$ cat src/design/gpio_link_pkg.sv
// Constants and types shared by the serializer pin link port
package gpio_link_pkg;

  // ----------------------------------------------------------------
  // Register offsets
  // ----------------------------------------------------------------
  localparam logic [7:0] ADDR_REMOTE_DATA = 8'h0D;
  localparam logic [7:0] ADDR_DIR_CTRL = 8'h0E;
  localparam logic [7:0] ADDR_FWD_COUNT = 8'h33;
  localparam logic [7:0] ADDR_PIN_STATUS = 8'h53;

  // ----------------------------------------------------------------
  // Field positions and widths
  // ----------------------------------------------------------------
  localparam int NUM_PINS = 4;
  localparam int DIR_IN_LSB = 0;
  localparam int DIR_OUT_LSB = 4;
  localparam int LOCAL_VAL_LSB = 0;
  localparam int REMOTE_SEL_LSB = 4;
  localparam int FWD_COUNT_LSB = 0;
  localparam int FWD_COUNT_W = 3;

  // ----------------------------------------------------------------
  // Reset values
  // ----------------------------------------------------------------
  localparam logic [7:0] DIR_CTRL_RST = 8'h0F;
  localparam logic [7:0] REMOTE_DATA_RST = 8'h00;
  localparam logic [7:0] FWD_COUNT_RST = 8'h00;
  localparam logic [7:0] UNMAPPED_READ = 8'h00;

  // ----------------------------------------------------------------
  // Forward sampling periods, in forward frames
  // ----------------------------------------------------------------
  localparam logic [2:0] FWD_PERIOD_ONE = 3'h1;
  localparam logic [2:0] FWD_PERIOD_TWO = 3'h2;
  localparam logic [2:0] FWD_PERIOD_MANY = 3'h5;

  // ----------------------------------------------------------------
  // Timing
  // ----------------------------------------------------------------
  localparam int CLK_PERIOD_NS = 10;
  localparam int FS_SKEW_NS = 600;
  localparam int FS_SKEW_CYC = FS_SKEW_NS / CLK_PERIOD_NS;
  localparam int BC_TO_PIN_CYC = 2;

  typedef enum logic [1:0] {
    FWD_OFF = 2'b00,
    FWD_ONE = 2'b01,
    FWD_TWO = 2'b10,
    FWD_MANY = 2'b11
  } fwd_mode_t;

endpackage

$ cat src/design/pin_sync3.sv
// Three-stage input synchroniser with agreement filter
`timescale 1ns/1ps
module pin_sync3 #(
  parameter int W = 4
) (
  input wire logic clock,
  input wire logic reset_n,
  input wire logic ce,
  input wire logic [W-1:0] asyncIn,
  output logic [W-1:0] syncOut
);

  logic [W-1:0] stage1_r;
  logic [W-1:0] stage2_r;
  logic [W-1:0] stage3_r;
  logic [W-1:0] held_r;
  logic [W-1:0] held_nxt;

  // Take a change only once stages two and three agree
  assign held_nxt = (stage2_r & ~(stage2_r ^ stage3_r)) | (held_r & (stage2_r ^ stage3_r));
  assign syncOut = held_r;

  always_ff @(posedge clock) begin
    if (!reset_n) begin
      stage1_r <= '0;
      stage2_r <= '0;
      stage3_r <= '0;
      held_r <= '0;
    end else if (ce) begin
      stage1_r <= asyncIn;
      stage2_r <= stage1_r;
      stage3_r <= stage2_r;
      held_r <= held_nxt;
    end
  end

endmodule // pin_sync3

$ cat src/design/serializer_gpio_link_port.sv
// Four-pin general purpose port with forward and back channel tunnelling
`timescale 1ns/1ps
module serializer_gpio_link_port (
  input wire logic clock,
  input wire logic reset_n,
  input wire logic ce,
  input wire logic [7:0] regAddr,
  input wire logic [7:0] regWrData,
  input wire logic regWr,
  input wire logic regRd,
  output logic [7:0] regRdData,
  input wire logic [3:0] pinIn,
  output logic [3:0] pinOut,
  output logic [3:0] pinOe,
  output logic [3:0] pinPullDown,
  input wire logic [1:0] analogSenseSel,
  output logic [1:0] analogSenseEn,
  input wire logic fwdFrameClk,
  output logic fwdFrameStrobe,
  output logic [3:0] fwdPinData,
  output logic [3:0] fwdPinMask,
  input wire logic bcFrameValid,
  input wire logic [3:0] bcPinData
);

  // ----------------------------------------------------------------
  // Decode helpers
  // ----------------------------------------------------------------
  function automatic gpio_link_pkg::fwd_mode_t countToMode(input logic [2:0] cnt);
    case (cnt)
      3'h0: countToMode = gpio_link_pkg::FWD_OFF;
      3'h1: countToMode = gpio_link_pkg::FWD_ONE;
      3'h2: countToMode = gpio_link_pkg::FWD_TWO;
      default: countToMode = gpio_link_pkg::FWD_MANY;
    endcase
  endfunction

  function automatic logic [3:0] countToMask(input logic [2:0] cnt);
    case (cnt)
      3'h0: countToMask = 4'h0;
      3'h1: countToMask = 4'h1;
      3'h2: countToMask = 4'h3;
      3'h3: countToMask = 4'h7;
      default: countToMask = 4'hF;
    endcase
  endfunction

  // ----------------------------------------------------------------
  // Registers
  // ----------------------------------------------------------------
  logic [7:0] remoteData_r;
  logic [7:0] dirCtrl_r;
  logic [7:0] fwdCount_r;
  logic [7:0] regRdData_r;
  logic [7:0] regRdData_nxt;
  logic [3:0] inEn;
  logic [3:0] outEn;
  logic [3:0] localVal;
  logic [3:0] remoteSel;
  logic [2:0] countField;
  logic [3:0] pinSync;
  logic [3:0] pinStatus;
  logic [3:0] analogMask;
  logic wrRemote;
  logic wrDir;
  logic wrCount;

  assign inEn = dirCtrl_r[gpio_link_pkg::DIR_IN_LSB +: gpio_link_pkg::NUM_PINS];
  assign outEn = dirCtrl_r[gpio_link_pkg::DIR_OUT_LSB +: gpio_link_pkg::NUM_PINS];
  assign localVal = remoteData_r[gpio_link_pkg::LOCAL_VAL_LSB +: gpio_link_pkg::NUM_PINS];
  assign remoteSel = remoteData_r[gpio_link_pkg::REMOTE_SEL_LSB +: gpio_link_pkg::NUM_PINS];
  assign countField = fwdCount_r[gpio_link_pkg::FWD_COUNT_LSB +: gpio_link_pkg::FWD_COUNT_W];
  assign wrRemote = ce && regWr && (regAddr == gpio_link_pkg::ADDR_REMOTE_DATA);
  assign wrDir = ce && regWr && (regAddr == gpio_link_pkg::ADDR_DIR_CTRL);
  assign wrCount = ce && regWr && (regAddr == gpio_link_pkg::ADDR_FWD_COUNT);

  // Only pins 0 and 1 have the analog sense path
  assign analogMask = {2'b00, analogSenseSel};
  assign analogSenseEn = analogSenseSel;

  always_ff @(posedge clock) begin
    if (!reset_n) begin
      remoteData_r <= gpio_link_pkg::REMOTE_DATA_RST;
      dirCtrl_r <= gpio_link_pkg::DIR_CTRL_RST;
      fwdCount_r <= gpio_link_pkg::FWD_COUNT_RST;
    end else begin
      if (wrRemote) remoteData_r <= regWrData;
      if (wrDir) dirCtrl_r <= regWrData;
      if (wrCount) fwdCount_r <= regWrData;
    end
  end

  // ----------------------------------------------------------------
  // Read path
  // ----------------------------------------------------------------
  // Level visible only with input enable; output pins need both bits
  assign pinStatus = pinSync & inEn & ~analogMask;

  always_comb begin
    case (regAddr)
      gpio_link_pkg::ADDR_REMOTE_DATA: regRdData_nxt = remoteData_r;
      gpio_link_pkg::ADDR_DIR_CTRL: regRdData_nxt = dirCtrl_r;
      gpio_link_pkg::ADDR_FWD_COUNT: regRdData_nxt = fwdCount_r;
      gpio_link_pkg::ADDR_PIN_STATUS: regRdData_nxt = {4'h0, pinStatus};
      default: regRdData_nxt = gpio_link_pkg::UNMAPPED_READ;
    endcase
  end

  always_ff @(posedge clock) begin
    if (!reset_n) begin
      regRdData_r <= 8'h00;
    end else if (ce && regRd) begin
      regRdData_r <= regRdData_nxt;
    end
  end

  assign regRdData = regRdData_r;

  // ----------------------------------------------------------------
  // Input synchronisation
  // ----------------------------------------------------------------
  logic fwdClkSync;
  logic fwdClkPrev_r;
  logic fwdEdge;

  // Pins and the forward frame clock share one synchroniser
  pin_sync3 #(
    .W(5)
  ) u_sync (
    .clock(clock),
    .reset_n(reset_n),
    .ce(ce),
    .asyncIn({fwdFrameClk, pinIn}),
    .syncOut({fwdClkSync, pinSync})
  );

  assign fwdEdge = fwdClkSync && !fwdClkPrev_r;

  always_ff @(posedge clock) begin
    if (!reset_n) begin
      fwdClkPrev_r <= 1'b0;
    end else if (ce) begin
      fwdClkPrev_r <= fwdClkSync;
    end
  end

  // ----------------------------------------------------------------
  // Forward channel sampling
  // ----------------------------------------------------------------
  gpio_link_pkg::fwd_mode_t fwdMode;
  logic [2:0] fwdPeriod;
  logic [3:0] linkMask;
  logic [2:0] frameCnt_r;
  logic [2:0] frameCnt_nxt;
  logic sampleNow;
  logic [3:0] fwdPinData_r;
  logic [3:0] fwdPinMask_r;
  logic fwdFrameStrobe_r;

  assign fwdMode = countToMode(countField);
  assign linkMask = countToMask(countField);

  always_comb begin
    case (fwdMode)
      gpio_link_pkg::FWD_ONE: fwdPeriod = gpio_link_pkg::FWD_PERIOD_ONE;
      gpio_link_pkg::FWD_TWO: fwdPeriod = gpio_link_pkg::FWD_PERIOD_TWO;
      gpio_link_pkg::FWD_MANY: fwdPeriod = gpio_link_pkg::FWD_PERIOD_MANY;
      default: fwdPeriod = gpio_link_pkg::FWD_PERIOD_ONE;
    endcase
  end

  // Period in frames fixes the per-pin rate against the frame rate
  assign sampleNow = fwdEdge && (frameCnt_r == 3'h0) && (fwdMode != gpio_link_pkg::FWD_OFF);
  assign frameCnt_nxt = (frameCnt_r >= fwdPeriod - 3'h1) ? 3'h0 : frameCnt_r + 3'h1;

  always_ff @(posedge clock) begin
    if (!reset_n) begin
      frameCnt_r <= 3'h0;
      fwdPinData_r <= 4'h0;
      fwdPinMask_r <= 4'h0;
      fwdFrameStrobe_r <= 1'b0;
    end else if (ce) begin
      fwdFrameStrobe_r <= fwdEdge;
      if (wrCount) begin
        frameCnt_r <= 3'h0;
      end else if (fwdEdge) begin
        frameCnt_r <= frameCnt_nxt;
      end
      if (sampleNow) begin
        fwdPinData_r <= pinSync & linkMask;
        fwdPinMask_r <= linkMask;
      end else if (fwdEdge) begin
        fwdPinMask_r <= 4'h0;
      end
    end
  end

  assign fwdFrameStrobe = fwdFrameStrobe_r;
  assign fwdPinData = fwdPinData_r;
  assign fwdPinMask = fwdPinMask_r;

  // ----------------------------------------------------------------
  // Back channel and pin drivers
  // ----------------------------------------------------------------
  logic [3:0] remoteVal_r;
  logic [3:0] pinOut_r;
  logic [3:0] pinOut_nxt;

  // Frames come at the back channel rate; any bit may carry frame sync
  always_ff @(posedge clock) begin
    if (!reset_n) begin
      remoteVal_r <= 4'h0;
    end else if (ce && bcFrameValid) begin
      remoteVal_r <= bcPinData;
    end
  end

  assign pinOut_nxt = (remoteSel & remoteVal_r) | (~remoteSel & localVal);

  always_ff @(posedge clock) begin
    if (!reset_n) begin
      pinOut_r <= 4'h0;
    end else if (ce) begin
      pinOut_r <= pinOut_nxt;
    end
  end

  assign pinOut = pinOut_r;
  assign pinOe = outEn & ~analogMask;
  assign pinPullDown = inEn & ~analogMask;

  // ----------------------------------------------------------------
  // Checks
  // ----------------------------------------------------------------
  chk_status_masked: assert property (@(posedge clock) disable iff (!reset_n)
    (ce && regRd && regAddr == gpio_link_pkg::ADDR_PIN_STATUS) |=>
      (regRdData[7:4] == 4'h0) && ((regRdData[3:0] & ~$past(inEn)) == 4'h0))
    else $error("status bit set for pin without input enable");

  chk_pins_default_in: assert property (@(posedge clock)
    $rose(reset_n) |-> (inEn == 4'hF) && (outEn == 4'h0))
    else $error("pins not inputs after reset");

  chk_pulldown_follows: assert property (@(posedge clock) disable iff (!reset_n)
    (wrDir && regWrData[0] && !analogSenseSel[0]) |=> pinPullDown[0])
    else $error("pull-down missing with input enable");

  chk_driver_off_idle: assert property (@(posedge clock) disable iff (!reset_n)
    (wrDir && regWrData[7:4] == 4'h0) |=> (pinOe == 4'h0))
    else $error("driver on with no output enable");

  chk_oe_from_write: assert property (@(posedge clock) disable iff (!reset_n)
    (wrDir && !analogSenseSel[1]) |=> (pinOe[1] == $past(regWrData[5])))
    else $error("output enable not taken from bit 5");

  chk_one_pin_rate: assert property (@(posedge clock) disable iff (!reset_n)
    (ce && fwdEdge && fwdMode == gpio_link_pkg::FWD_ONE && !wrCount) |=>
      (fwdPinMask == 4'h1) && fwdFrameStrobe)
    else $error("single linked pin not sampled every frame");

  chk_many_spacing: assert property (@(posedge clock) disable iff (!reset_n)
    (sampleNow && ce && !wrCount && fwdMode == gpio_link_pkg::FWD_MANY) |=>
      (frameCnt_r == 3'h1))
    else $error("five-frame period not started");

  chk_sync_only: assert property (@(posedge clock) disable iff (!reset_n)
    (ce && sampleNow) |=> (fwdPinData == ($past(pinSync) & $past(linkMask))))
    else $error("forward data not from synchronised pins");

  chk_remote_to_pin: assert property (@(posedge clock) disable iff (!reset_n)
    (ce && bcFrameValid && remoteSel[0] && !wrRemote) ##1 ce[*1] |=>
      (pinOut[0] == $past(bcPinData[0], 2)))
    else $error("remote value late on pin");

  chk_local_drive: assert property (@(posedge clock) disable iff (!reset_n)
    (ce && !remoteSel[2] && !wrRemote) |=> (pinOut[2] == $past(localVal[2])))
    else $error("local value not driven");

  chk_ce_freeze: assert property (@(posedge clock) disable iff (!reset_n)
    !ce |=> $stable(dirCtrl_r) && $stable(remoteData_r) && $stable(fwdCount_r)
      && $stable(pinOut) && $stable(fwdPinMask))
    else $error("state moved with clock enable low");

  chk_rd_data_hold: assert property (@(posedge clock) disable iff (!reset_n)
    !(ce && regRd) |=> $stable(regRdData))
    else $error("read data changed without a read");

  chk_pulldown_off: assert property (@(posedge clock) disable iff (!reset_n)
    (wrDir && !regWrData[3]) |=> !pinPullDown[3])
    else $error("pull-down left on without input enable");

  chk_oe_only_status: assert property (@(posedge clock) disable iff (!reset_n)
    (ce && regRd && regAddr == gpio_link_pkg::ADDR_PIN_STATUS && outEn[2] && !inEn[2]) |=>
      !regRdData[2])
    else $error("status shown for output-only pin");

  chk_analog_status: assert property (@(posedge clock) disable iff (!reset_n)
    (ce && regRd && regAddr == gpio_link_pkg::ADDR_PIN_STATUS && analogSenseSel[1]) |=>
      !regRdData[1])
    else $error("status shown for analog sense pin");

  chk_count_off: assert property (@(posedge clock) disable iff (!reset_n)
    (ce && fwdEdge && fwdMode == gpio_link_pkg::FWD_OFF) |=>
      fwdFrameStrobe && (fwdPinMask == 4'h0))
    else $error("pins forwarded with count zero");

  chk_two_pin_spacing: assert property (@(posedge clock) disable iff (!reset_n)
    (ce && sampleNow && !wrCount && fwdMode == gpio_link_pkg::FWD_TWO) |=>
      (frameCnt_r == 3'h1) && (fwdPinMask == 4'h3))
    else $error("two-frame period not started");

  chk_strobe_single: assert property (@(posedge clock) disable iff (!reset_n)
    (ce && fwdFrameStrobe) |=> !fwdFrameStrobe)
    else $error("forward strobe longer than one cycle");

  cov_one_linked: cover property (@(posedge clock) disable iff (!reset_n)
    sampleNow && fwdMode == gpio_link_pkg::FWD_ONE);
  cov_two_linked: cover property (@(posedge clock) disable iff (!reset_n)
    sampleNow && fwdMode == gpio_link_pkg::FWD_TWO);
  cov_four_linked: cover property (@(posedge clock) disable iff (!reset_n)
    sampleNow && fwdMode == gpio_link_pkg::FWD_MANY && linkMask == 4'hF);
  cov_frame_sync: cover property (@(posedge clock) disable iff (!reset_n)
    bcFrameValid && remoteSel[3] ##2 $rose(pinOut[3]));
  cov_readback_out: cover property (@(posedge clock) disable iff (!reset_n)
    regRd && regAddr == gpio_link_pkg::ADDR_PIN_STATUS && (inEn & outEn) != 4'h0);

endmodule // serializer_gpio_link_port

$ cat config.mk
export PLATFORM = sky130hd
export DESIGN_NAME = serializer_gpio_link_port
export DESIGN_NICKNAME = d
export VERILOG_FILES = /design/src/design/gpio_link_pkg.sv /design/src/design/pin_sync3.sv /design/src/design/serializer_gpio_link_port.sv
export SDC_FILE = /design/constraint.sdc
export NUM_CORES = 1
export LEC_CHECK = 0
export ABC_CLOCK_PERIOD_IN_PS = 2100
export BUFFER_PORTS_ARGS = -buffer_cell sky130_fd_sc_hd__buf_4
export CAP_MARGIN = 10
export CORE_MARGIN = 2
export CORE_UTILIZATION = 40
export CTS_BUF_LIST = sky130_fd_sc_hd__clkbuf_8
export DETAILED_ROUTE_END_ITERATION = 8
export SKIP_LAST_GASP = 1
export SYNTH_ARGS = -nofsm -noshare
export SYNTH_HDL_FRONTEND = slang
export SYNTH_SLANG_ARGS = --single-unit
$ cat constraint.sdc
create_clock -name clock -period 2.1 [get_ports clock]
set_input_delay 0.21 -clock clock [delete_from_list [all_inputs] [get_ports clock]]
set_output_delay 0.21 -clock clock [all_outputs]
set_load 0.01 [all_outputs]
==> results.toml <==
[worst_setup_path]
critPathMaxFanout = 5
worstPathCellList = "nor3b_1 -> ha_1 -> or3b_2 -> a21oi_2 -> a31oi_1 -> a211oi_1"
cp_slowest_stage_delay_ps = 450
end_kind = "register"
worst_ep_arrival_time_ps = 2210
critPathTopFamily = "simple AND/OR/NAND/NOR gates"
criticalPathCategory = "reg -> reg"
path_buf_inv = 0
crit_slowest_cell = "or3b_2"
worst_setup_path_start_kind = "register"
cp.required_ps = 2360

[pwr]
vdd_ir_drop_max_mv = 0.427
finalPower_uw = 2750
p_leak_uw = 0.00164
powerDensity_mw_per_mm2 = 694

[floorplanning]
start_util = 0.415
coreArea_sq_mm = 0.00781
die_y_um = 94.0
io_pins = 64
die_area_sq_mm = 0.00884
rows = 32
die_w_um = 94.0

[detailed_routing]
drtPass1Iterations = 5
antenna_left = 0
routed_via_density = 5.21
remaining_drc_errors = 0
via_count = 2647
routed_wl_um = 7620
drt_first_iter_violations = 131
wire_per_inst_um = 15.0

[synth]
synth-main-ff-cell = "dfxtp_1"
syn_inst = 346
synthesis.area_sq_mm = 0.00324
synth_edf_count = 0
synth_seq_cells = 73
seq_area_frac_synth = 0.451
syn_avg_cell_area_sq_um = 9.37
synth.net_count = 383
synth_warnings = 0
async_flop_share = 0
synth_cell_types = 42

[timing]
grt_setup_unrepaired = "false"
clock_skew_ps = 8.90
tightest_slew_ps = 961
setup_slack_ps = 147
relSlewSlack = 0.354
finalCriticalPeriod_ps = 1950
clock.fmax_mhz = 512
fin_setup_tns_ps = 0
fin_crit_sh = 0.930
finalSetupViolations = 0
hold_viol_final = 0
finalMaxSlewViolations = 0

[clocking]
clock-root-buffer = "clkbuf_8"
clkSinkCount = 73
clkLatencyLatePin_ps = 340
cts_tree = "built"
ctsHoldBuffers = 0
cts_max_level = 3
cts_buffers = 9
clockBufferDepth = 2
clk_pin_slew_worst_paths_ps = 80

[global_route]
antenna_found_initial = 0
grt_pass1_vias = 2407
grt_max_degree = 46
grt-ovfl-total = 0
grtUsageTotal = 0.176
grt_pass1_wl_um = 12300

[place]
place_area_sq_mm = 0.00376
io_buffers = 63
pre_cts_slack_ps = 57.5
place_congestion = 0.782
dp_hpwl_um = 5500

[cells_and_area]
drive_gt1_frac = 0.227
multi_input_area_sq_mm = 0.00161
n_fill_cell = 776
final_area_sq_mm = 0.00397
antenna_cells = 0
final_nets = 438
final-seq-area_sq_mm = 0.00146
area_delta_synth_final_pct = 22.4
final_cell_mix = "dfxtp_1 (73), buf_4 (73), nand2_1 (40), nor2b_1 (36), mux2i_1 (33)"

[hold_path]
hold_path_class = "in -> reg"

[flow_run]
maxCapViolCount = 0

[status]
outcome = "finished clean"
[stage by stage]
step	util	instances	hold WS, ps
finish	0.508	508	125
global route	0.508	508	127
CTS	0.508	508	113
detailed placement	0.482	492	448
global placement	0.482	492	440
floorplan	-	346	335
[power breakdown]
group	internal, uW	leakage, uW	switching (uW)
sequential	1400	0.000591	10.6
combinational	96.4	0.000927	99.3
clock	651	0.000118	496
[final cells by class]
class                   count  area share
clock buffers               9      0.0312
multi-input cells         239       0.405
repair buffers             73       0.138
inverters                   5     0.00473
well taps                 102      0.0322
flip-flops and latches     73       0.368
clock inverters             7      0.0202
[cell usage after synthesis, types with 2 or more instances]
cell type	instances	area, sq um
a21boi_0	15	113
nand3_1	19	95.1
buf_1	4	15.0
o2111ai_1	2	17.5
mux2i_1	33	330
o22a_1	3	26.3
buf_6	3	33.8
nor2b_1	36	225
buf_4	6	45.0
a21o_1	6	45.0
ha_1	4	50.1
o21ai_0	16	80.1
clkbuf_1	14	52.6
buf_2	2	10.0
a32oi_1	8	70.1
inv_1	5	18.8
nor2_1	4	15.0
or4_4	2	22.5
nand2_1	40	150
o21ai_1	8	40.0
a22o_1	4	35.0
o211a_1	4	40.0
a22oi_1	6	45.0
a21oi_1	7	35.0
o221a_2	2	22.5
nand2b_1	5	31.3
dfxtp_1	73	1460
[routing by layer]
metal | up-vias | wire [um] | track usage
li1 | 1335 | - | -
met1 | 1236 | 3910 | 0.263
met2 | 69 | 3280 | 0.252
met3 | 7 | 336 | 0.0321
met4 | 0 | 86 | 0.0616
met5 | - | 0 | 0
[what timing repair did]
action	4_1_cts	5_1_grt
buffers inserted	0	0
endpoints found under the setup margin	0	1
resized for setup	0	1
[kinds of logic after synthesis]
family	count (synthesis)	synth area share
AND/OR/NAND/NOR	117	0.193
AO/OA/AOI/OAI	85	0.184
flip-flops	73	0.451
buffers and inverters	34	0.0540
multiplexers	33	0.102
adder cells (fa/ha/maj)	4	0.0154
[worst reg2reg max path: cells and delay by family (launching register included)]
kind / cells / cell delay (ps)
AO/OA/AOI/OAI: 3 / 530
adder cells (fa/ha/maj): 1 / 270
flip-flops: 1 / 360
AND/OR/NAND/NOR: 2 / 710
[state kept, by name, indices dropped and copies added (netlist names), named ones only]
register / flops
dirCtrl_r: 8
fwdCount_r: 8
regRdData: 8
remoteData_r: 8
u_sync.stage1_r: 5
u_sync.stage2_r: 5
u_sync.stage3_r: 5
fwdPinData: 4
fwdPinMask: 4
pinOut: 4
remoteVal_r: 4
frameCnt_r: 3
fwdClkPrev_r: 1
fwdFrameStrobe: 1
[worst paths after layout]
path            startpoint             to  slack [ps]  depth (start not counted)
max          fwdCount_r[0]  frameCnt_r[2]         150                          6
min           regWrData[1]   dirCtrl_r[1]         120                          3
max reg2reg  fwdCount_r[0]  frameCnt_r[2]         150                          6
min reg2reg   regRdData[5]   regRdData[5]         460                          2
No activity file was read; power rests on OpenSTA's default activity.
